--- src/tsd_pkg.sv ---
// Shared constants, modes and carriers of the switch host block.
// Assumes one 20 MHz core clock and timing pulses from the switch core.
package tsd_pkg;
	// Direct register offsets
	localparam logic [1:0] REG_MCS = 2'h0;
	localparam logic [1:0] REG_LAR = 2'h1;
	localparam logic [1:0] REG_AMR = 2'h2;
	localparam logic [1:0] REG_IDR = 2'h3;
	// Master control/status fields
	localparam int MCS_LOCK = 7;
	localparam int MCS_WOV = 6;
	localparam int MCS_ROV = 5;
	localparam int MCS_CLKE = 4;
	localparam int MCS_MST = 3;
	localparam int MCS_DMA = 2;
	localparam int MCS_EN = 1;
	localparam int MCS_SRST = 0;
	localparam logic [7:0] MCS_STICKY = 8'hF0;
	localparam logic [7:0] MCS_CTRL = 8'h0F;
	localparam logic [7:0] MCS_KEEP_SRST = 8'h01;
	localparam logic [7:0] REG_RST = 8'h00;
	// Pointer mode fields
	localparam int AMR_INC_WR = 7;
	localparam int AMR_INC_RD = 6;
	localparam int AMR_SP_HI = 5;
	localparam int AMR_SP_LO = 4;
	localparam int AMR_A8 = 0;
	localparam logic [1:0] SP_CTRL = 2'h0;
	localparam logic [1:0] SP_DMEM = 2'h1;
	localparam logic [1:0] SP_CM_LO = 2'h2;
	localparam logic [1:0] SP_CM_HI = 2'h3;
	// Control space and DMA limits
	localparam int CTRL_N = 16;
	localparam logic [8:0] CTRL_LIM = 9'h010;
	localparam logic [8:0] PTR_STEP = 9'h001;
	localparam logic [2:0] MAX_BURST = 3'h4;
	localparam logic [4:0] TS_ZERO = 5'h00;
	localparam int DIR_WR = 0;
	localparam int DIR_RD = 1;
	// Timing
	localparam int CLK_HZ = 20000000;
	localparam int BP_DEAD_US = 4000;
	localparam int BP_DEAD_CYC = BP_DEAD_US * (CLK_HZ / 1000000);
	typedef enum logic [1:0] {BUS_STROBE, BUS_DSRW, BUS_MUX} tsd_bus_mode_t;
	typedef enum logic {DIR_IDLE, DIR_BUSY} tsd_dir_st_t;
	typedef struct packed {
		logic frame_start;
		logic ts_start;
		logic ts_end;
		logic [4:0] idx;
		logic dma_any;
		logic [2:0] dma_cnt;
	} tsd_ts_t;
	typedef struct packed {
		logic req;
		logic we;
		logic [1:0] space;
		logic [8:0] addr;
		logic [7:0] wdata;
	} tsd_mem_req_t;
	typedef struct packed {
		logic valid;
		logic [4:0] ts;
		logic [2:0] cnt;
		logic [3:0][7:0] bytes;
	} tsd_wr_out_t;
endpackage
--- src/tsd_clk_mon.sv ---
// Activity watchdog on the backplane 4 MHz clock input.
// Assumes the clock pin is sampled as a synchronous input.
`timescale 1ns/1ns
module tsd_clk_mon
	import tsd_pkg::*;
#(
	parameter int DEAD_CYC = BP_DEAD_CYC
)
(
	// Clock and reset
	input wire logic core_clk,
	input wire logic srst,
	// Watched pin and result
	input wire logic clk_in,
	output logic dead
);
	localparam int CW = $clog2(DEAD_CYC + 1);
	localparam logic [CW-1:0] LAST = CW'(DEAD_CYC - 1);
	typedef struct packed {
		logic prev;
		logic [CW-1:0] cnt;
		logic dead;
	} tsd_mon_q_t;
	tsd_mon_q_t st_q, st_d;
	assign dead = st_q.dead;
	always_comb
	begin
		st_d = st_q;
		st_d.prev = clk_in;
		st_d.dead = 1'b0;
		if (clk_in != st_q.prev)
			st_d.cnt = '0;
		else if (st_q.cnt == LAST) // [RULE14]
		begin
			st_d.cnt = '0;
			st_d.dead = 1'b1;
		end
		else
			st_d.cnt = st_q.cnt + CW'(1);
	end
	always_ff @(posedge core_clk)
	begin
		if (srst)
			st_q <= '0;
		else
			st_q <= st_d;
	end
	dead_gap_a: assert property (@(posedge core_clk) disable iff (srst) // [RULE14]
		st_q.dead |-> $past(st_q.cnt) == LAST)
		else $error("clock loss flagged early");
endmodule // tsd_clk_mon

--- src/tsd_dma_dir.sv ---
// One DMA direction: request, grant handshake, burst beats, overrun.
// Assumes the grant is synchronous and active low.
`timescale 1ns/1ns
module tsd_dma_dir
	import tsd_pkg::*;
(
	// Clock and reset
	input wire logic core_clk,
	input wire logic srst,
	// Request trigger
	input wire logic due,
	input wire logic [2:0] cnt,
	// Handshake
	input wire logic grant_n,
	output logic req_n,
	// Beats and error
	output logic take,
	output logic [1:0] take_idx,
	output logic ovr
);
	typedef struct packed {
		tsd_dir_st_t st;
		logic req_n;
		logic [2:0] left;
		logic [1:0] idx;
	} tsd_dir_q_t;
	localparam tsd_dir_q_t DIR_RST = '{DIR_IDLE, 1'b1, 3'h0, 2'h0};
	tsd_dir_q_t st_q, st_d;
	logic [2:0] lim;
	assign lim = (cnt > MAX_BURST) ? MAX_BURST : cnt; // [RULE9]
	assign take = (st_q.st == DIR_BUSY) & !grant_n; // [RULE7]
	assign take_idx = st_q.idx;
	assign ovr = due & (st_q.st == DIR_BUSY); // [RULE12]
	assign req_n = st_q.req_n;
	always_comb
	begin
		st_d = st_q;
		case (st_q.st)
			DIR_IDLE: st_d.req_n = 1'b1;
			DIR_BUSY:
			begin
				if (take)
				begin
					st_d.left = st_q.left - 3'h1;
					st_d.idx = st_q.idx + 2'h1;
					if (st_q.left == 3'h1) // [RULE8]
					begin
						st_d.st = DIR_IDLE;
						st_d.req_n = 1'b1;
					end
				end
			end
			default: st_d = DIR_RST;
		endcase
		if (due && lim != 3'h0) // [RULE7]
		begin
			st_d.st = DIR_BUSY;
			st_d.req_n = 1'b0;
			st_d.left = lim;
			st_d.idx = 2'h0;
		end
	end
	always_ff @(posedge core_clk)
	begin
		if (srst)
			st_q <= DIR_RST;
		else
			st_q <= st_d;
	end
	burst_len_a: assert property (@(posedge core_clk) disable iff (srst) // [RULE9]
		st_q.left <= MAX_BURST)
		else $error("burst longer than four bytes");
	req_busy_a: assert property (@(posedge core_clk) disable iff (srst) // [RULE8]
		(st_q.st == DIR_BUSY) == !req_n)
		else $error("request not low for whole burst");
	last_beat_a: assert property (@(posedge core_clk) disable iff (srst) // [RULE7]
		(take && st_q.left == 3'h1 && !due) |=> req_n)
		else $error("request held after last beat");
endmodule // tsd_dma_dir

--- src/tsd_host_dma.sv ---
// Host registers, indirect window and DMA engine of the switch.
// Assumes switch core gives slot pulses, CE-based counts and memories.
// Overview of operation
// RULE1: DMA only in strobe-style latch-enable bus modes
// RULE2: DMA gate takes effect at next frame
// RULE3: Software marks channels before setting DMA gate
// RULE4: One select bit enables both directions
// RULE5: Slot zero skipped in first enabled frame
// RULE6: Pair one reads out, pair zero writes in
// RULE7: Request, await grant, one burst per slot
// RULE8: Read request at slot start, low whole burst
// RULE9: At most four bytes per burst
// RULE10: Write request at slot end
// RULE11: Write data lands one request later
// RULE12: Missed request sets overrun flag and error
// RULE13: Lock loss sets bit 7 until cleared
// RULE14: Dead backplane clock 4 ms sets bit 4
// RULE15: Overrun flags stay until zero written
// RULE16: Bit 3 drives backplane clocks as master
// RULE17: Bit 1 clear tristates bus, idles local
// RULE18: Bit 0 clears control space, keeps memories
// RULE19: Pointer is address-mode bit 0 plus low byte
// RULE20: Mode bits 7:6 pick auto-increment cases
// RULE21: Mode bits 5:4 pick target space
// RULE22: Window write stores byte, connection bytes alternate
// RULE23: Increment only in data or connection high
// RULE24: Registers fast, memory accesses wait for done
// RULE25: Latch-enable pin selects host bus style
// RULE26: Writing one keeps flags; error follows flags
`timescale 1ns/1ns
module tsd_host_dma
	import tsd_pkg::*;
#(
	parameter int DEAD_CYC = BP_DEAD_CYC
)
(
	// Clock and reset
	input wire logic core_clk,
	input wire logic srst,
	// Host port
	input wire logic hp_cs_n,
	input wire logic hp_rd_n,
	input wire logic hp_wr_n,
	input wire logic hp_ale,
	input wire logic [1:0] hp_addr,
	input wire logic [7:0] hp_ad_in,
	output logic [7:0] hp_ad_out,
	output logic hp_ad_oe,
	output logic hp_rdy,
	// Memory port
	output tsd_mem_req_t mem_o,
	input wire logic [7:0] mem_rdata,
	input wire logic mem_done,
	// Switch core timing and data
	input tsd_ts_t ts_i,
	input wire logic [3:0][7:0] rd_bytes,
	output tsd_wr_out_t wr_o,
	output logic dma_active,
	// DMA handshake
	output logic [1:0] xfer_request_line_n,
	input wire logic [1:0] xfer_grant_line_n,
	// Status inputs
	input wire logic pll_unlock,
	input wire logic backplane_4mhz_clock,
	// Backplane and local outputs
	input wire logic ls_even_in,
	input wire logic ls_odd_in,
	output logic err_pin,
	output logic bus_timing_master,
	output logic stream_drive_enable,
	output logic bp_out_oe,
	output logic bp_clk_oe,
	output logic local_serial_out_even,
	output logic local_serial_out_odd,
	output logic [CTRL_N-1:0][7:0] cfg_o
);
	////////////////////////////////////////////////////////////////////////
	typedef struct packed {
		logic [7:0] master_control_status;
		logic [7:0] indirect_pointer_low;
		logic [7:0] pointer_mode_select;
		logic [CTRL_N-1:0][7:0] cfg;
		logic bus_mux;
		logic ale;
		logic ale_ok;
		logic strb;
		logic busy;
		logic rd_mem;
		logic [1:0] lat;
		logic [7:0] ad_out;
		logic ad_oe;
		logic rdy;
		tsd_mem_req_t mem;
		logic dma_on;
		logic first;
		logic [3:0][7:0] hold;
		logic [2:0] hold_cnt;
		tsd_wr_out_t wr;
		logic err;
		logic mst;
		logic drv;
		logic bp_oe;
		logic bp_clk_oe;
		logic ls_even;
		logic ls_odd;
	} tsd_top_q_t;
	localparam tsd_top_q_t TOP_RST = '{rdy: 1'b1, ls_even: 1'b1, default: '0};
	tsd_top_q_t st_q, st_d;
	tsd_bus_mode_t mode;
	logic [1:0] addr;
	logic is_wr, strb, start, inc_en, dma_ok;
	logic [1:0] space;
	logic [8:0] ptr, ptr_nx;
	logic rd_due, wr_due;
	logic rd_take, wr_take, rd_ovr, wr_ovr, clk_dead;
	logic [1:0] rd_idx, wr_idx;
	////////////////////////////////////////////////////////////////////////
	// Host cycle decode
	assign mode = st_q.bus_mux ? BUS_MUX
		: (hp_ale ? BUS_DSRW : BUS_STROBE); // [RULE25]
	assign addr = (mode == BUS_MUX) ? st_q.lat : hp_addr;
	assign is_wr = !hp_wr_n;
	assign strb = !hp_cs_n
		& ((mode == BUS_DSRW) ? !hp_rd_n : (!hp_rd_n | !hp_wr_n));
	assign start = strb & !st_q.strb & !st_q.busy;
	assign space = st_q.pointer_mode_select[AMR_SP_HI:AMR_SP_LO]; // [RULE21]
	assign ptr = {st_q.pointer_mode_select[AMR_A8], st_q.indirect_pointer_low}; // [RULE19]
	assign ptr_nx = ptr + PTR_STEP;
	assign inc_en = is_wr ? st_q.pointer_mode_select[AMR_INC_WR]
		: st_q.pointer_mode_select[AMR_INC_RD]; // [RULE20]
	assign dma_ok = (mode != BUS_DSRW); // [RULE1]
	////////////////////////////////////////////////////////////////////////
	// DMA request timing
	assign rd_due = st_q.dma_on & ts_i.ts_start & ts_i.dma_any
		& !(st_q.first & (ts_i.idx == TS_ZERO)); // [RULE4] [RULE5] [RULE8]
	assign wr_due = st_q.dma_on & ts_i.ts_end & ts_i.dma_any
		& !(st_q.first & (ts_i.idx == TS_ZERO)); // [RULE4] [RULE5] [RULE10]
	tsd_dma_dir u_rd (
		.core_clk(core_clk),
		.srst(srst),
		.due(rd_due),
		.cnt(ts_i.dma_cnt),
		.grant_n(xfer_grant_line_n[DIR_RD]),
		.req_n(xfer_request_line_n[DIR_RD]),
		.take(rd_take),
		.take_idx(rd_idx),
		.ovr(rd_ovr)
	); // [RULE6]
	tsd_dma_dir u_wr (
		.core_clk(core_clk),
		.srst(srst),
		.due(wr_due),
		.cnt(ts_i.dma_cnt),
		.grant_n(xfer_grant_line_n[DIR_WR]),
		.req_n(xfer_request_line_n[DIR_WR]),
		.take(wr_take),
		.take_idx(wr_idx),
		.ovr(wr_ovr)
	); // [RULE6]
	tsd_clk_mon #(
		.DEAD_CYC(DEAD_CYC)
	) u_mon (
		.core_clk(core_clk),
		.srst(srst),
		.clk_in(backplane_4mhz_clock),
		.dead(clk_dead)
	);
	////////////////////////////////////////////////////////////////////////
	always_comb
	begin
		st_d = st_q;
		st_d.wr.valid = 1'b0;
		// Bus style tracking
		st_d.ale = hp_ale;
		st_d.ale_ok = 1'b1;
		if (st_q.ale_ok && hp_ale != st_q.ale)
			st_d.bus_mux = 1'b1; // [RULE25]
		if (mode == BUS_MUX && hp_ale)
			st_d.lat = hp_ad_in[1:0];
		st_d.strb = strb;
		// Soft reset of control space
		if (st_q.master_control_status[MCS_SRST]) // [RULE18]
		begin
			st_d.master_control_status = st_q.master_control_status & MCS_KEEP_SRST;
			st_d.indirect_pointer_low = REG_RST;
			st_d.pointer_mode_select = REG_RST;
			st_d.cfg = '0;
		end
		// Host access start
		if (start)
		begin
			case (addr)
				REG_MCS:
				begin
					if (is_wr) // [RULE26]
						st_d.master_control_status = (st_d.master_control_status & hp_ad_in & MCS_STICKY)
							| (hp_ad_in & MCS_CTRL);
					else
						st_d.ad_out = st_q.master_control_status;
				end
				REG_LAR:
				begin
					if (is_wr)
						st_d.indirect_pointer_low = hp_ad_in;
					else
						st_d.ad_out = st_q.indirect_pointer_low;
				end
				REG_AMR:
				begin
					if (is_wr)
						st_d.pointer_mode_select = hp_ad_in;
					else
						st_d.ad_out = st_q.pointer_mode_select;
				end
				REG_IDR:
				begin
					if (space == SP_CTRL)
					begin
						if (ptr < CTRL_LIM && is_wr) // [RULE22]
							st_d.cfg[ptr[3:0]] = hp_ad_in;
						else if (ptr < CTRL_LIM)
							st_d.ad_out = st_q.cfg[ptr[3:0]];
						else
							st_d.ad_out = REG_RST;
					end
					else
					begin
						st_d.mem.req = 1'b1;
						st_d.mem.we = is_wr;
						st_d.mem.space = space;
						st_d.mem.addr = ptr;
						st_d.mem.wdata = hp_ad_in; // [RULE22]
						st_d.busy = 1'b1;
						st_d.rdy = 1'b0; // [RULE24]
						st_d.rd_mem = !is_wr;
					end
					if (space == SP_DMEM && inc_en) // [RULE23]
					begin
						st_d.indirect_pointer_low = ptr_nx[7:0];
						st_d.pointer_mode_select[AMR_A8] = ptr_nx[8];
					end
					else if (space == SP_CM_LO) // [RULE22]
						st_d.pointer_mode_select[AMR_SP_HI:AMR_SP_LO] = SP_CM_HI;
					else if (space == SP_CM_HI && inc_en) // [RULE23]
					begin
						st_d.pointer_mode_select[AMR_SP_HI:AMR_SP_LO] = SP_CM_LO;
						st_d.indirect_pointer_low = ptr_nx[7:0];
						st_d.pointer_mode_select[AMR_A8] = ptr_nx[8];
					end
				end
				default: st_d.ad_out = REG_RST;
			endcase
		end
		// Memory completion
		if (st_q.busy && mem_done) // [RULE24]
		begin
			st_d.busy = 1'b0;
			st_d.mem.req = 1'b0;
			st_d.rdy = 1'b1;
			if (st_q.rd_mem)
				st_d.ad_out = mem_rdata;
		end
		// DMA gate, on from frame start, off at once
		if (!st_q.master_control_status[MCS_DMA] || !dma_ok) // [RULE1]
		begin
			st_d.dma_on = 1'b0;
			st_d.first = 1'b0;
		end
		else if (ts_i.frame_start) // [RULE2]
		begin
			st_d.dma_on = 1'b1;
			st_d.first = !st_q.dma_on; // [RULE5]
		end
		// DMA read beats onto the host bus
		if (rd_take)
			st_d.ad_out = rd_bytes[rd_idx];
		st_d.ad_oe = (strb & !is_wr) | rd_take;
		// DMA write beats held for the next request
		if (wr_take)
		begin
			st_d.hold[wr_idx] = hp_ad_in;
			st_d.hold_cnt = {1'b0, wr_idx} + 3'h1;
		end
		if (wr_due) // [RULE11]
		begin
			st_d.wr.valid = (st_q.hold_cnt != 3'h0);
			st_d.wr.ts = ts_i.idx;
			st_d.wr.cnt = st_q.hold_cnt;
			st_d.wr.bytes = st_q.hold;
			st_d.hold_cnt = 3'h0;
		end
		// Sticky flags, set wins over clear
		if (pll_unlock)
			st_d.master_control_status[MCS_LOCK] = 1'b1; // [RULE13]
		if (wr_ovr)
			st_d.master_control_status[MCS_WOV] = 1'b1; // [RULE12] [RULE15]
		if (rd_ovr)
			st_d.master_control_status[MCS_ROV] = 1'b1; // [RULE12] [RULE15]
		if (clk_dead)
			st_d.master_control_status[MCS_CLKE] = 1'b1; // [RULE14]
		// Pin outputs from the new control value
		st_d.err = |(st_d.master_control_status & MCS_STICKY); // [RULE26]
		st_d.mst = st_d.master_control_status[MCS_MST]; // [RULE16]
		st_d.drv = st_d.master_control_status[MCS_EN];
		st_d.bp_oe = st_d.master_control_status[MCS_EN]; // [RULE17]
		st_d.bp_clk_oe = st_d.master_control_status[MCS_EN] & st_d.master_control_status[MCS_MST]; // [RULE16]
		st_d.ls_even = st_d.master_control_status[MCS_EN] ? ls_even_in : 1'b1; // [RULE17]
		st_d.ls_odd = st_d.master_control_status[MCS_EN] & ls_odd_in; // [RULE17]
	end
	always_ff @(posedge core_clk)
	begin
		if (srst)
			st_q <= TOP_RST;
		else
			st_q <= st_d;
	end
	////////////////////////////////////////////////////////////////////////
	// Output drive
	assign hp_ad_out = st_q.ad_out;
	assign hp_ad_oe = st_q.ad_oe;
	assign hp_rdy = st_q.rdy;
	assign mem_o = st_q.mem;
	assign wr_o = st_q.wr;
	assign dma_active = st_q.dma_on;
	assign err_pin = st_q.err;
	assign bus_timing_master = st_q.mst;
	assign stream_drive_enable = st_q.drv;
	assign bp_out_oe = st_q.bp_oe;
	assign bp_clk_oe = st_q.bp_clk_oe;
	assign local_serial_out_even = st_q.ls_even;
	assign local_serial_out_odd = st_q.ls_odd;
	assign cfg_o = st_q.cfg;
	////////////////////////////////////////////////////////////////////////
	// Checks
	gate_frame_a: assert property (@(posedge core_clk) disable iff (srst) // [RULE2]
		$rose(st_q.dma_on) |-> $past(ts_i.frame_start))
		else $error("DMA started off frame boundary");
	dsrw_nodma_a: assert property (@(posedge core_clk) disable iff (srst) // [RULE1]
		(mode == BUS_DSRW) |=> !st_q.dma_on)
		else $error("DMA active in strobe/rw mode");
	ts0_skip_a: assert property (@(posedge core_clk) disable iff (srst) // [RULE5]
		(st_q.dma_on && st_q.first && ts_i.ts_start
		&& ts_i.idx == TS_ZERO && xfer_request_line_n[DIR_RD])
		|=> xfer_request_line_n[DIR_RD])
		else $error("slot zero requested in first frame");
	rd_start_a: assert property (@(posedge core_clk) disable iff (srst) // [RULE8]
		(st_q.dma_on && !st_q.first && ts_i.ts_start && ts_i.dma_any)
		|=> !xfer_request_line_n[DIR_RD])
		else $error("read request missing at slot start");
	wr_end_a: assert property (@(posedge core_clk) disable iff (srst) // [RULE10]
		(st_q.dma_on && !st_q.first && ts_i.ts_end && ts_i.dma_any)
		|=> !xfer_request_line_n[DIR_WR])
		else $error("write request missing at slot end");
	ovr_flag_a: assert property (@(posedge core_clk) disable iff (srst) // [RULE12]
		(wr_ovr || rd_ovr) |=> ##1 err_pin)
		else $error("overrun did not raise error pin");
	lock_flag_a: assert property (@(posedge core_clk) disable iff (srst) // [RULE13]
		pll_unlock |=> st_q.master_control_status[MCS_LOCK] && err_pin)
		else $error("lock loss not flagged");
	err_track_a: assert property (@(posedge core_clk) disable iff (srst) // [RULE26]
		err_pin == |(st_q.master_control_status & MCS_STICKY))
		else $error("error pin disagrees with flags");
	idle_out_a: assert property (@(posedge core_clk) disable iff (srst) // [RULE17]
		!st_q.master_control_status[MCS_EN] |-> (local_serial_out_even
		&& !local_serial_out_odd && !bp_out_oe && !bp_clk_oe))
		else $error("outputs not idle while disabled");
	fast_reg_a: assert property (@(posedge core_clk) disable iff (srst) // [RULE24]
		(start && addr != REG_IDR) |=> hp_rdy)
		else $error("register access inserted wait");
	cm_toggle_a: assert property (@(posedge core_clk) disable iff (srst) // [RULE22]
		(start && addr == REG_IDR && space == SP_CM_LO
		&& !st_q.master_control_status[MCS_SRST])
		|=> st_q.pointer_mode_select[AMR_SP_HI:AMR_SP_LO] == SP_CM_HI)
		else $error("connection byte did not toggle");
	rd_burst_c: cover property (@(posedge core_clk) disable iff (srst)
		!xfer_request_line_n[DIR_RD] ##1 rd_take [*4] ##1
		xfer_request_line_n[DIR_RD]);
	ovr_c: cover property (@(posedge core_clk) disable iff (srst)
		wr_ovr);
	cm_wrap_c: cover property (@(posedge core_clk) disable iff (srst)
		start && addr == REG_IDR && space == SP_CM_HI && inc_en);
endmodule // tsd_host_dma

--- config.mk ---
export PLATFORM = sky130hd
export DESIGN_NAME = tsd_host_dma
export DESIGN_NICKNAME = d
export VERILOG_FILES = /design/src/tsd_pkg.sv /design/src/tsd_clk_mon.sv /design/src/tsd_dma_dir.sv /design/src/tsd_host_dma.sv
export SDC_FILE = /design/constraint.sdc
export NUM_CORES = 1
export LEC_CHECK = 0
export ABC_CLOCK_PERIOD_IN_PS = 6600
export BUFFER_PORTS_ARGS = -buffer_cell sky130_fd_sc_hd__buf_2
export CORE_ASPECT_RATIO = 0.75
export CORE_MARGIN = 1
export CORE_UTILIZATION = 35
export CTS_CLUSTER_DIAMETER = 200
export DETAILED_ROUTE_END_ITERATION = 10
export SYNTH_ARGS = -nofsm -noshare
export SYNTH_HDL_FRONTEND = slang
export SYNTH_SLANG_ARGS = --single-unit
--- constraint.sdc ---
create_clock -name core_clk -period 6.6 [get_ports core_clk]
set_input_delay 0.33 -clock core_clk [delete_from_list [all_inputs] [get_ports core_clk]]
set_output_delay 0.33 -clock core_clk [all_outputs]
set_load 0.05 [all_outputs]
==> out/results.txt, run 1 <==
outcome - completed
static leakage - 6.16 nW
GRT Util Overall - 0.212
Req. time, crit path - 7120 ps
crit end category - flop
total die area - 43,500 um2
Hold WC Path Type - primary input to flop
fraction of layout cells with a size suffix above 1 - 0.232
Port Buffers - 284
commonest cells after routing, fill and taps aside - dfxtp_1 (303), buf_2 (283), nand2_1 (230)
aggregate global routing overflow - 0
antenna violations before repair - 6
P&R area growth vs syn - 9.07%
power per cell area - 248 nW/um2
met1 GRT Util - 0.295
Fillers - 4,292
Synth area leader - dfxtp_1
Worst-Margin Slew - 1430 ps
register area share after synthesis - 0.409
setup TNS - 0 ps
worst path buffer plus inverter count - 0
critical path arrival - 3850 ps
kind of critical path - flop to flop
commonest non-fill, non-tap cell in the layout - dfxtp_1
DP HPWL - 33,700 um
Placed Instances - 2,286
Synth Instances - 1,755
number of cell rows - 65
wire length per cell - 20.1 um
Mapped Area - 14,900 um2
DR iter-0 viols - 1,219
RD Place Congestion - 0.909
Worst R2R Path Depth - 5
max incr delay on CP - 1140 ps
Die X - 240 um
Post-layout nets - 1,847
FF+latch area - 6110 um2
Highest Clock Rate - 301 MHz
CP most frequent cell - a211oi_1
slowest CP cell - nor2_1
#FFs+latches synth - 305
post-synthesis async set-or-reset flop share - 0
Hold Crit Endpoint - local_serial_out_odd$_SDFF_PP0_
Starting Density - 0.355
max_slew headroom - 0.0431
post-synth cell types - 67
EDFF count, synth - 0
RR Endpoint - hp_ad_out[7]$_SDFF_PP0_
vias in the first global route - 11,500
Final setup viols - 0
DR vias - 12,600
multi-input logic area - 6640 um2
Crit Reg-Reg Startpoint - ptr[2]$_SDFF_PP0_
Via density - 5.34
CP Cell Sequence - nor2_1 -> a22oi_1 -> a2111oi_0 -> a211oi_1 -> a211oi_1
TritonCTS clock tree - built
HP Start - ls_odd_in
post-layout util - 0.387
clk_lat worst skew - 600 ps
Most Crowded Layer GR - met2
Cells on Worst Hold Path - 2
worst-path maximum fanout - 12
minimum clock period - 3330 ps
drt drc - 0
worst clock skew - 42.0 ps
Core Area - 42,000 um2
RSZ-0062 raised after global routing - false
drt pass-1 iters - 5
M2 GR Usage - 0.317
number of H-tree levels - 1
die height - 181 um
Final Hold Vio Count - 0
Worst VDD drop - 0.168 mV
clock tree sinks - 305
Syn Area/Cell - 8.50 um2
reg-to-reg slack, setup - 3270 ps
Final Max Tran Viols - 0
Final period util - 0.504
Clock Pin Slew Worst Setup and Hold Paths - 60 ps
WL final - 47,400 um
Num CTS Buffers - 31
largest net degree at the start of global routing - 106
clk buf depth - 3
post-route ant nets - 0
Non-Filler Instances - 2,357
I/O Pins - 285
# Post-CTS Setup Buffers - 0
Overall Power - 4.04 mW
top cells by area, synth - dfxtp_1 (41%), buf_4 (10%), nand3_1 (6.4%), mux4_2 (6.0%), nand2_1 (5.8%)
CTS Root Cell - clkbuf_16
Synth Net Count - 1,843
top-area cell type share of the netlist area - 0.409
Synth Warn # - 0
Main synth FF type - dfxtp_1
Max Cap Viol - 0
CP delay by family, top - compound AO/OA/AOI/OAI gates
CP Launch Type - flop
first-pass GRT wire length - 71,000 um
global-route track usage on met3 - 0.0552
[final cells by class]
class | count | area share
sequential | 305 | 0.375
antenna | 4 | 0.000615
inverter | 24 | 0.00553
tap | 569 | 0.0437
clock inverter | 10 | 0.0101
clock buffer | 48 | 0.0583
timing repair buffer | 304 | 0.0983
multi-input combinational | 1093 | 0.408
[registers in the layout, indices dropped and copies added (netlist names), 2 cells and up]
name and count:
st_q 56, u_wr.st_q 4, u_rd.take_idx 2, u_rd.st_q 4
ptr 9, wr_o 41, mem_o 21, cfg_o 128
u_wr.take_idx 2, hp_ad_out 8, u_mon.st_q 18, space 2
[cells by family (layout without fill, tap and decap cells)]
logic type               Yosys count  in the layout  share of synthesized area
XOR/XNOR                          22             22                     0.0129
AND/OR/NAND/NOR                  613            613                      0.197
flip-flops                       305            305                      0.409
AO/OA/AOI/OAI                    391            391                      0.152
other                              0              4                          0
adder cells (fa/ha/maj)           13             13                     0.0109
multiplexers                      54             54                     0.0700
buffers and inverters            357            386                      0.147
[cell usage after synthesis (all sizes together), types with 3 or more instances]
master and number:
a211oi 24, nand4 7, o211ai 4, o21ai 137, nor4 5, xor2 11
or3 4, a21oi 149, a22oi 18, xnor2 11, clkbuf 88, mux4 40
mux2 3, a221oi 5, a31oi 6, a311oi 7, buf 245, mux2i 11
nand3 201, nor3b 5, dfxtp 305, a2111oi 5, o221ai 12, nand2b 13
ha 13, inv 23, nand2 230, nor2 86, nor3 22, and2 4
o22ai 3, and3 7, nor2b 16
[power by group]
part           leakage, nW  total (mW)  switching [mW]  internal (mW)
sequential            2.46        1.87          0.0190           1.85
clock                0.554        1.91           0.769           1.15
combinational         3.15       0.256           0.182         0.0732
[worst register-to-register path, stage by stage (launching register included)]
cell and delay, ps:
dfxtp_1 450, nor2_1 1140, a22oi_1 370, a2111oi_0 910, a211oi_1 160, a211oi_1 240
[metrics by stage]
step / area, um2 / setup WS [ps] / hold slack, ps
after floorplan: 14900 / 4500 / 424
after global placement: 15100 / 3410 / 439
after detailed placement: 15100 / 3350 / 443
after CTS: 16300 / 3370 / 16.8
after global routing: 16300 / 3040 / 27.4
final: 16300 / 3270 / 40.6
[worst max-delay path by stage]
stage / start / end / cells after the start
2_1_floorplan: ptr[0]$_SDFF_PP0_ / cfg_o[101]$_SDFF_PP0_ / 8
3_3_place_gp: ptr[2]$_SDFF_PP0_ / hp_ad_out[7]$_SDFF_PP0_ / 5
3_5_place_dp: ptr[2]$_SDFF_PP0_ / hp_ad_out[7]$_SDFF_PP0_ / 5
4_1_cts: ptr[2]$_SDFF_PP0_ / hp_ad_out[7]$_SDFF_PP0_ / 5
5_1_grt: ptr[2]$_SDFF_PP0_ / hp_ad_out[7]$_SDFF_PP0_ / 5
6_report: ptr[2]$_SDFF_PP0_ / hp_ad_out[7]$_SDFF_PP0_ / 5
[metal layers]
layer / wire [um] / up-vias
met5: 66 / -
met4: 1430 / 10
met3: 3890 / 92
met2: 20900 / 499
met1: 21100 / 6033
li1: - / 5959
[timing repair]
action / in CTS / in global routing
hold buffers: 9 / 0
resized for setup: 0 / 0
endpoints found under the setup margin: 0 / 0
endpoints found under the hold margin: 10 / 0
No activity file was read; power rests on OpenSTA's default activity.
==> inputs of run 2 (changes only) <==
--- a/config.mk
+++ b/config.mk
@@ -5,7 +5,8 @@
 export SDC_FILE = /design/constraint.sdc
 export NUM_CORES = 1
 export LEC_CHECK = 0
-export ABC_CLOCK_PERIOD_IN_PS = 6600
+export ABC_AREA = 1
+export ABC_CLOCK_PERIOD_IN_PS = 3340
 export BUFFER_PORTS_ARGS = -buffer_cell sky130_fd_sc_hd__buf_2
 export CORE_ASPECT_RATIO = 0.75
 export CORE_MARGIN = 1
==> constraint.sdc (replaced) <==
create_clock -name core_clk -period 3.34 [get_ports core_clk]
set_input_delay 0.167 -clock core_clk [delete_from_list [all_inputs] [get_ports core_clk]]
set_output_delay 0.167 -clock core_clk [all_outputs]
set_load 0.05 [all_outputs]
==> run 2 against run 1 <==
Maximum frequency grew 13%. Hold slack worse by 13 ps. Sequential share of layout area down 3.3 points. Setup slack got worse by 2900 ps. Sequential cell count did not move. Critical path depth rose by 10. Count of clock-buffer cells in the layout up 1. Clock skew is 21 ps lower. Combinational power rose to 3.0 times the previous value. Global-route usage up 2.6 points. Synthesized area grew 7.7%. Largest cell class unchanged.
==> out/results.txt, run 2 <==
synth cell count leaders - nand2_1 (487), dfxtp_1 (305), o21ai_0 (257) (was dfxtp_1 (305), nand2_1 (230), buf_4 (201))
die height - 188 um (was 181 um)
clk buf depth - 3 (unchanged)
Final Max Tran Viols - 0 (unchanged)
CTS Root Cell - clkbuf_16 (unchanged)
Core Area - 45,000 um2 (was 42,000 um2)
worst path buffer plus inverter count - 2 (was 0)
post-synth cell types - 48 (was 67)
RSZ-0062 raised after global routing - false (unchanged)
Highest Clock Rate - 341 MHz (was 301 MHz)
clock tree sinks - 305 (unchanged)
RD Place Congestion - 0.941 (was 0.909)
Num CTS Buffers - 34 (was 31)
Final Hold Vio Count - 0 (unchanged)
fraction of layout cells with a size suffix above 1 - 0.174 (was 0.232)
DR vias - 15,400 (was 12,600)
worst-path maximum fanout - 50 (was 12)
# Post-CTS Setup Buffers - 0 (unchanged)
static leakage - 7.87 nW (was 6.16 nW)
Synth Warn # - 0 (unchanged)
CP Cell Sequence - inv_2 -> buf_4 -> nand2_1 -> nand3_1 -> nand2_1 -> nand2_1 -> nand2_1 -> o21ai_0 -> nand2_1 -> nand2_1 -> nand2_1 -> nand2_1 -> nand2_1 -> nand2_1 -> a21oi_1 (was nor2_1 -> a22oi_1 -> a2111oi_0 -> a211oi_1 -> a211oi_1)
Worst-Margin Slew - 1160 ps (was 1430 ps)
kind of critical path - flop to flop (unchanged)
EDFF count, synth - 0 (unchanged)
Req. time, crit path - 3760 ps (was 7120 ps)
Final setup viols - 0 (unchanged)
Port Buffers - 284 (unchanged)
minimum clock period - 2930 ps (was 3330 ps)
Hold WC Path Type - primary input to flop (unchanged)
total die area - 46,800 um2 (was 43,500 um2)
post-layout util - 0.397 (was 0.387)
wire length per cell - 19.2 um (was 20.1 um)
largest net degree at the start of global routing - 166 (was 106)
number of H-tree levels - 2 (was 1)
Die X - 249 um (was 240 um)
crit end category - flop (unchanged)
Clock Pin Slew Worst Setup and Hold Paths - 60 ps (about the same)
Synth area leader - dfxtp_1 (unchanged)
Main synth FF type - dfxtp_1 (unchanged)
P&R area growth vs syn - 11.1% (was 9.07%)
clk_lat worst skew - 540 ps (was 600 ps)
CP most frequent cell - nand2_1 (was a211oi_1)
Syn Area/Cell - 6.88 um2 (was 8.50 um2)
met1 GRT Util - 0.342 (was 0.295)
vias in the first global route - 14,100 (was 11,500)
M2 GR Usage - 0.349 (was 0.317)
post-route ant nets - 0 (unchanged)
Starting Density - 0.357 (was 0.355)
outcome - completed (unchanged)
power per cell area - 469 nW/um2 (was 248 nW/um2)
drt drc - 0 (unchanged)
Synth Net Count - 2,423 (was 1,843)
CP Launch Type - flop (unchanged)
top-count cell post-synth - nand2_1 (was dfxtp_1)
Fillers - 4,717 (was 4,292)
setup TNS - 0 ps (unchanged)
reg-to-reg slack, setup - 410 ps (was 3270 ps)
I/O Pins - 285 (unchanged)
post-synthesis async set-or-reset flop share - 0 (unchanged)
commonest cells after routing, fill and taps aside - nand2_1 (487), dfxtp_1 (304), buf_2 (284) (was dfxtp_1 (303), buf_2 (283), nand2_1 (230))
WL final - 57,400 um (was 47,400 um)
TritonCTS clock tree - built (unchanged)
Max Cap Viol - 0 (unchanged)
max incr delay on CP - 690 ps (was 1140 ps)
Non-Filler Instances - 2,992 (was 2,357)
antenna violations before repair - 1 (was 6)
Mapped Area - 16,100 um2 (was 14,900 um2)
DR iter-0 viols - 1,551 (was 1,219)
Synth Instances - 2,335 (was 1,755)
number of cell rows - 67 (was 65)
Most Crowded Layer GR - met2 (unchanged)
#FFs+latches synth - 305 (unchanged)
CP delay by family, top - buffers and inverters (was compound AO/OA/AOI/OAI gates)
top cells by area, synth - dfxtp_1 (38%), nand2_1 (11%), buf_4 (9.5%), o21ai_0 (8.0%), a21oi_1 (7.9%) (was dfxtp_1 (41%), buf_4 (10%), nand3_1 (6.4%), mux4_2 (6.0%), nand2_1 (5.8%))
top-area cell type share of the netlist area - 0.380 (was 0.409)
Final period util - 0.878 (was 0.504)
global-route track usage on met3 - 0.0573 (was 0.0552)
aggregate global routing overflow - 0 (unchanged)
Largest register FFs - 128 (unchanged)
critical path arrival - 3350 ps (was 3850 ps)
drt pass-1 iters - 6 (was 5)
Cells on Worst Hold Path - 4 (was 2)
Post-layout nets - 2,471 (was 1,847)
first-pass GRT wire length - 86,500 um (was 71,000 um)
Worst R2R Path Depth - 15 (was 5)
Via density - 5.16 (was 5.34)
commonest non-fill, non-tap cell in the layout - nand2_1 (was dfxtp_1)
max_slew headroom - 0.228 (was 0.0431)
worst clock skew - 21.4 ps (was 42.0 ps)
GRT Util Overall - 0.237 (was 0.212)
slowest CP cell - inv_2 (was nor2_1)
register area share after synthesis - 0.380 (was 0.409)
DP HPWL - 41,000 um (was 33,700 um)
Placed Instances - 2,910 (was 2,286)
WP depth - 15 (was 5)
Worst VDD drop - 0.280 mV (was 0.168 mV)
-- run 2: cell types whose count changed in the layout (fill, tap and decap cells not counted), moves of 40 or more --
cell	change
nand3_1	-79
inv_1	+225
nor2_1	+61
nand2_1	+257
mux4_2	-40
a21oi_1	+105
o21ai_0	+120
-- run 2: per-layer routing --
| metal | part of all wire | wire length, um |
|---|---|---|
| met1 | 0.47 | 26900 |
| met2 | 0.42 | 24200 |
| met3 | 0.084 | 4810 |
| met4 | 0.025 | 1450 |
| met5 | 0 | 0 |
-- run 2: report_power, final --
part	internal [mW]	leakage, nW	switching, mW
combinational	0.209	4.83	0.552
sequential	3.67	2.46	0.0341
clock	2.29	0.573	1.62
total	6.17	7.87	2.20
-- run 2: logic make-up (layout without fill, tap and decap cells) --
family                   count (synthesis)  in the layout  synth area share
flip-flops                             305            305             0.380
buffers and inverters                  591            661             0.188
AO/OA/AOI/OAI                          603            603             0.202
other                                    0              1                 0
AND/OR/NAND/NOR                        813            813             0.214
XOR/XNOR                                10             10           0.00545
adder cells (fa/ha/maj)                 13             13            0.0101
-- run 2: cell type report --
cell class                      count  area, um2  share of cell area
Antenna cell                        1       2.50            0.000140
Clock buffer                       49       1020              0.0570
Clock inverter                      9        136             0.00764
Inverter                          262        986              0.0552
Multi-Input combinational cell   1439       6940               0.389
Sequential cell                   305       6110               0.342
Tap cell                          586        733              0.0411
Timing Repair Buffer              341       1930               0.108
-- run 2: final timing paths --
check,startpoint,end
max,ptr[0]$_SDFF_PP0_,hp_ad_out[7]$_SDFF_PP0_
min,mem_rdata[0],hp_ad_out[0]$_SDFF_PP0_
max reg2reg,ptr[0]$_SDFF_PP0_,hp_ad_out[7]$_SDFF_PP0_
min reg2reg,u_mon.st_q[1]$_SDFF_PP0_,u_mon.st_q[1]$_SDFF_PP0_
-- run 2: worst min-delay path, cell delays in order --
cell     delay (ps)
buf_2            80
or2_2            90
nand2_1          40
a21oi_1         130
-- run 2: timing repair --
action                     in CTS  in global routing
hold buffers                   23                  0
setup endpoints to repair       0                  0
hold endpoints to repair       29                  0
gates resized for setup         0                  0
-- run 2: stage by stage --
stage	setup WS (ps)	instance area (um2)	hold slack [ps]	power (mW)
detailed placement	471	16500	355	4.51
finish	407	17900	27.4	8.37
global placement	484	16500	348	4.51
global route	232	17900	32.5	8.65
floorplan	1240	16100	267	4.23
CTS	453	17800	11.5	8.44
==> inputs of run 3 (changes only) <==
--- a/config.mk
+++ b/config.mk
@@ -13,6 +13,7 @@
 export CORE_UTILIZATION = 35
 export CTS_CLUSTER_DIAMETER = 200
 export DETAILED_ROUTE_END_ITERATION = 10
+export GPL_TIMING_DRIVEN = 0
 export SYNTH_ARGS = -nofsm -noshare
 export SYNTH_HDL_FRONTEND = slang
 export SYNTH_SLANG_ARGS = --single-unit
==> run 3 against run 2 <==
Count of clock-buffer cells in the layout down 4. Clock skew down 1.3 ps. First-iteration DRC count up 20%. Critical endpoint is now hp_ad_out[4]$_SDFF_PP0_. Highest routed layer unchanged.
==> out/results.txt, run 3 (synthesis gave the netlist of run 2 again) <==
Largest register FFs - 128 (unchanged)
Final Cell Area - 19,700 um2 (was 17,900 um2)
RSZ-0062 raised after global routing - false (unchanged)
minimum clock period - 3160 ps (was 2930 ps)
post-route ant nets - 0 (unchanged)
Highest Clock Rate - 316 MHz (was 341 MHz)
Hold WC Path Type - primary input to flop (unchanged)
number of H-tree levels - 2 (unchanged)
CP Cell Sequence - buf_2 -> inv_1 -> buf_2 -> clkbuf_1 -> nand2_1 -> nand3_1 -> nand2_1 -> nand2_1 -> nand2_1 -> o21ai_0 -> nand2_1 -> nand2_1 -> nand2_1 -> nand2_1 -> nand2_1 -> nand2_1 -> a21oi_1 (was inv_2 -> buf_4 -> nand2_1 -> nand3_1 -> nand2_1 -> nand2_1 -> nand2_1 -> o21ai_0 -> nand2_1 -> nand2_1 -> nand2_1 -> nand2_1 -> nand2_1 -> nand2_1 -> a21oi_1)
clock tree sinks - 305 (unchanged)
crit path capture - hp_ad_out[4]$_SDFF_PP0_ (was hp_ad_out[7]$_SDFF_PP0_)
top routing layer used - met4 (unchanged)
Num CTS Buffers - 35 (was 34)
DR vias - 16,800 (was 15,400)
Crit Reg-Reg Startpoint - ptr[0]$_SDFF_PP0_ (unchanged)
max incr delay on CP - 530 ps (was 690 ps)
aggregate global routing overflow - 0 (unchanged)
CTS Root Cell - clkbuf_16 (unchanged)
Switching Share - 0.267 (was 0.263)
first-pass GRT wire length - 98,200 um (was 86,500 um)
wire length per cell - 20.3 um (was 19.2 um)
commonest non-fill, non-tap cell in the layout - nand2_1 (unchanged)
number of cell rows - 67 (unchanged)
static leakage - 9.04 nW (was 7.87 nW)
TritonCTS clock tree - built (unchanged)
RD Place Congestion - 1.02 (was 0.941)
Comb pwr share - 0.098 (was 0.091)
Setup WS pre-CTS - 175 ps (was 471 ps)
clock share of power - 0.477 (was 0.467)
commonest cells after routing, fill and taps aside - nand2_1 (487), dfxtp_1 (305), buf_2 (295) (was nand2_1 (487), dfxtp_1 (304), buf_2 (284))
Starting Density - 0.357 (unchanged)
crit end category - flop (unchanged)
Worst-Margin Slew - 1140 ps (was 1160 ps)
DP HPWL - 50,600 um (was 41,000 um)
Reg power frac - 0.425 (was 0.442)
FF+latch area - 6110 um2 (about the same)
max_slew headroom - 0.239 (was 0.228)
met2 WL - 27,800 um (was 24,200 um)
setup TNS - 0 ps (unchanged)
Worst VDD drop - 0.377 mV (was 0.280 mV)
P_sw - 2.32 mW (was 2.20 mW)
Final Max Tran Viols - 0 (unchanged)
worst-path maximum fanout - 10 (was 50)
kind of critical path - flop to flop (unchanged)
CP Launch Type - flop (unchanged)
antenna violations before repair - 0 (was 1)
Port Buffers - 283 (was 284)
final setup margin - 180 ps (was 407 ps)
fraction of layout cells with a size suffix above 1 - 0.224 (was 0.174)
WL final - 66,800 um (was 57,400 um)
worst clock skew - 20.1 ps (was 21.4 ps)
Overall Power - 8.70 mW (was 8.37 mW)
CP most frequent cell - nand2_1 (unchanged)
outcome - completed (unchanged)
crit path launch - ptr[0]$_SDFF_PP0_ (unchanged)
total die area - 46,800 um2 (unchanged)
drt drc - 0 (unchanged)
placed instance area - 18,200 um2 (was 16,500 um2)
Final Hold Vio Count - 0 (unchanged)
clk buf depth - 3 (unchanged)
multi-input logic area - 6940 um2 (about the same)
DR iter-0 viols - 1,856 (was 1,551)
Final setup viols - 0 (unchanged)
WL met1 - 32,000 um (was 26,900 um)
largest net degree at the start of global routing - 14 (was 166)
Final period util - 0.946 (was 0.878)
critical path arrival - 3590 ps (was 3350 ps)
Worst R2R Path Depth - 17 (was 15)
Fillers - 4,664 (was 4,717)
vias in the first global route - 15,500 (was 14,100)
Req. time, crit path - 3770 ps (was 3760 ps)
Post-layout nets - 2,768 (was 2,471)
Via density - 5.12 (was 5.16)
reg-to-reg slack, setup - 180 ps (was 410 ps)
cell internal pwr - 6.37 mW (was 6.17 mW)
met3 WL - 5810 um (was 4810 um)
die height - 188 um (unchanged)
Max Cap Viol - 0 (unchanged)
WHS - 14.5 ps (was 27.4 ps)
power per cell area - 441 nW/um2 (was 469 nW/um2)
clk_lat worst skew - 550 ps (was 540 ps)
Clock Pin Slew Worst Setup and Hold Paths - 70 ps (was 60 ps)
I/O Pins - 285 (unchanged)
Core Area - 45,000 um2 (unchanged)
drt pass-1 iters - 6 (unchanged)
GRT Util Overall - 0.277 (was 0.237)
RR Endpoint - hp_ad_out[4]$_SDFF_PP0_ (was hp_ad_out[7]$_SDFF_PP0_)
P&R area growth vs syn - 22.6% (was 11.1%)
slowest CP cell - clkbuf_1 (was inv_2)
Die X - 249 um (unchanged)
-- run 3: cell types whose count changed in the layout (fill, tap and decap cells not counted), moves of 4 or more --
cell,previous run,this run
clkbuf_8,11,7
buf_2,284,295
buf_4,32,203
buf_6,0,4
clkbuf_1,4,102
buf_1,0,9
-- run 3: routing by layer --
layer  track usage  vias up
met5             0        -
met4        0.0615        0
met3        0.0527       91
met2         0.408      691
met1         0.414     7963
li1              -     8087
-- run 3: cell type report --
| cell class | instances | area share |
|---|---|---|
| flip-flops and latches | 305 | 0.310 |
| clock inverters | 15 | 0.0122 |
| diodes | 1 | 0.000127 |
| well taps | 586 | 0.0372 |
| inverters | 262 | 0.0499 |
| plain buffers | 329 | 0.104 |
| clock buffers | 45 | 0.0499 |
| multi-input cells | 1439 | 0.352 |
| repair buffers | 308 | 0.0846 |
-- run 3: how the worst min path moves through the flow --
stage | to | startpoint | cells after the start
after floorplan | local_serial_out_even$_SDFF_PP1_ | ls_even_in | 1
after global placement | local_serial_out_even$_SDFF_PP1_ | ls_even_in | 2
after detailed placement | local_serial_out_even$_SDFF_PP1_ | ls_even_in | 2
after CTS | st_q[120]$_SDFF_PP0_ | hp_cs_n | 4
after global routing | st_q[120]$_SDFF_PP0_ | hp_cs_n | 4
final | st_q[120]$_SDFF_PP0_ | hp_cs_n | 4
-- run 3: what timing repair did --
item / CTS / global route
resized for setup: 0 / 6
setup buffers: 0 / 0
endpoints found under the setup margin: 0 / 17
hold buffers: 25 / 0
hold endpoints to repair: 29 / 0
-- run 3: through the flow --
stage,cells,utilization
6_report,3290,0.438
5_1_grt,3289,0.438
4_1_cts,3289,0.437
3_5_place_dp,3204,0.405
3_3_place_gp,3204,0.405
2_1_floorplan,2335,-
-- run 3: worst max-delay path, delay by kind of cell, from the launching register on --
kind,cells,cell delay [ps]
DFF,1,360
buffers and inverters,4,1130
AOI/OAI and AO/OA,2,560
and+or+nand+nor,11,970
-- run 3: power groups by stage --
stage | logic (mW) | registers (mW) | clock network [mW]
detailed placement | 0.805 | 3.78 | 0
CTS | 0.830 | 3.70 | 4.20
finish | 0.854 | 3.70 | 4.14
floorplan | 0.456 | 3.77 | 0
global placement | 0.800 | 3.78 | 0
global route | 0.908 | 3.70 | 4.34
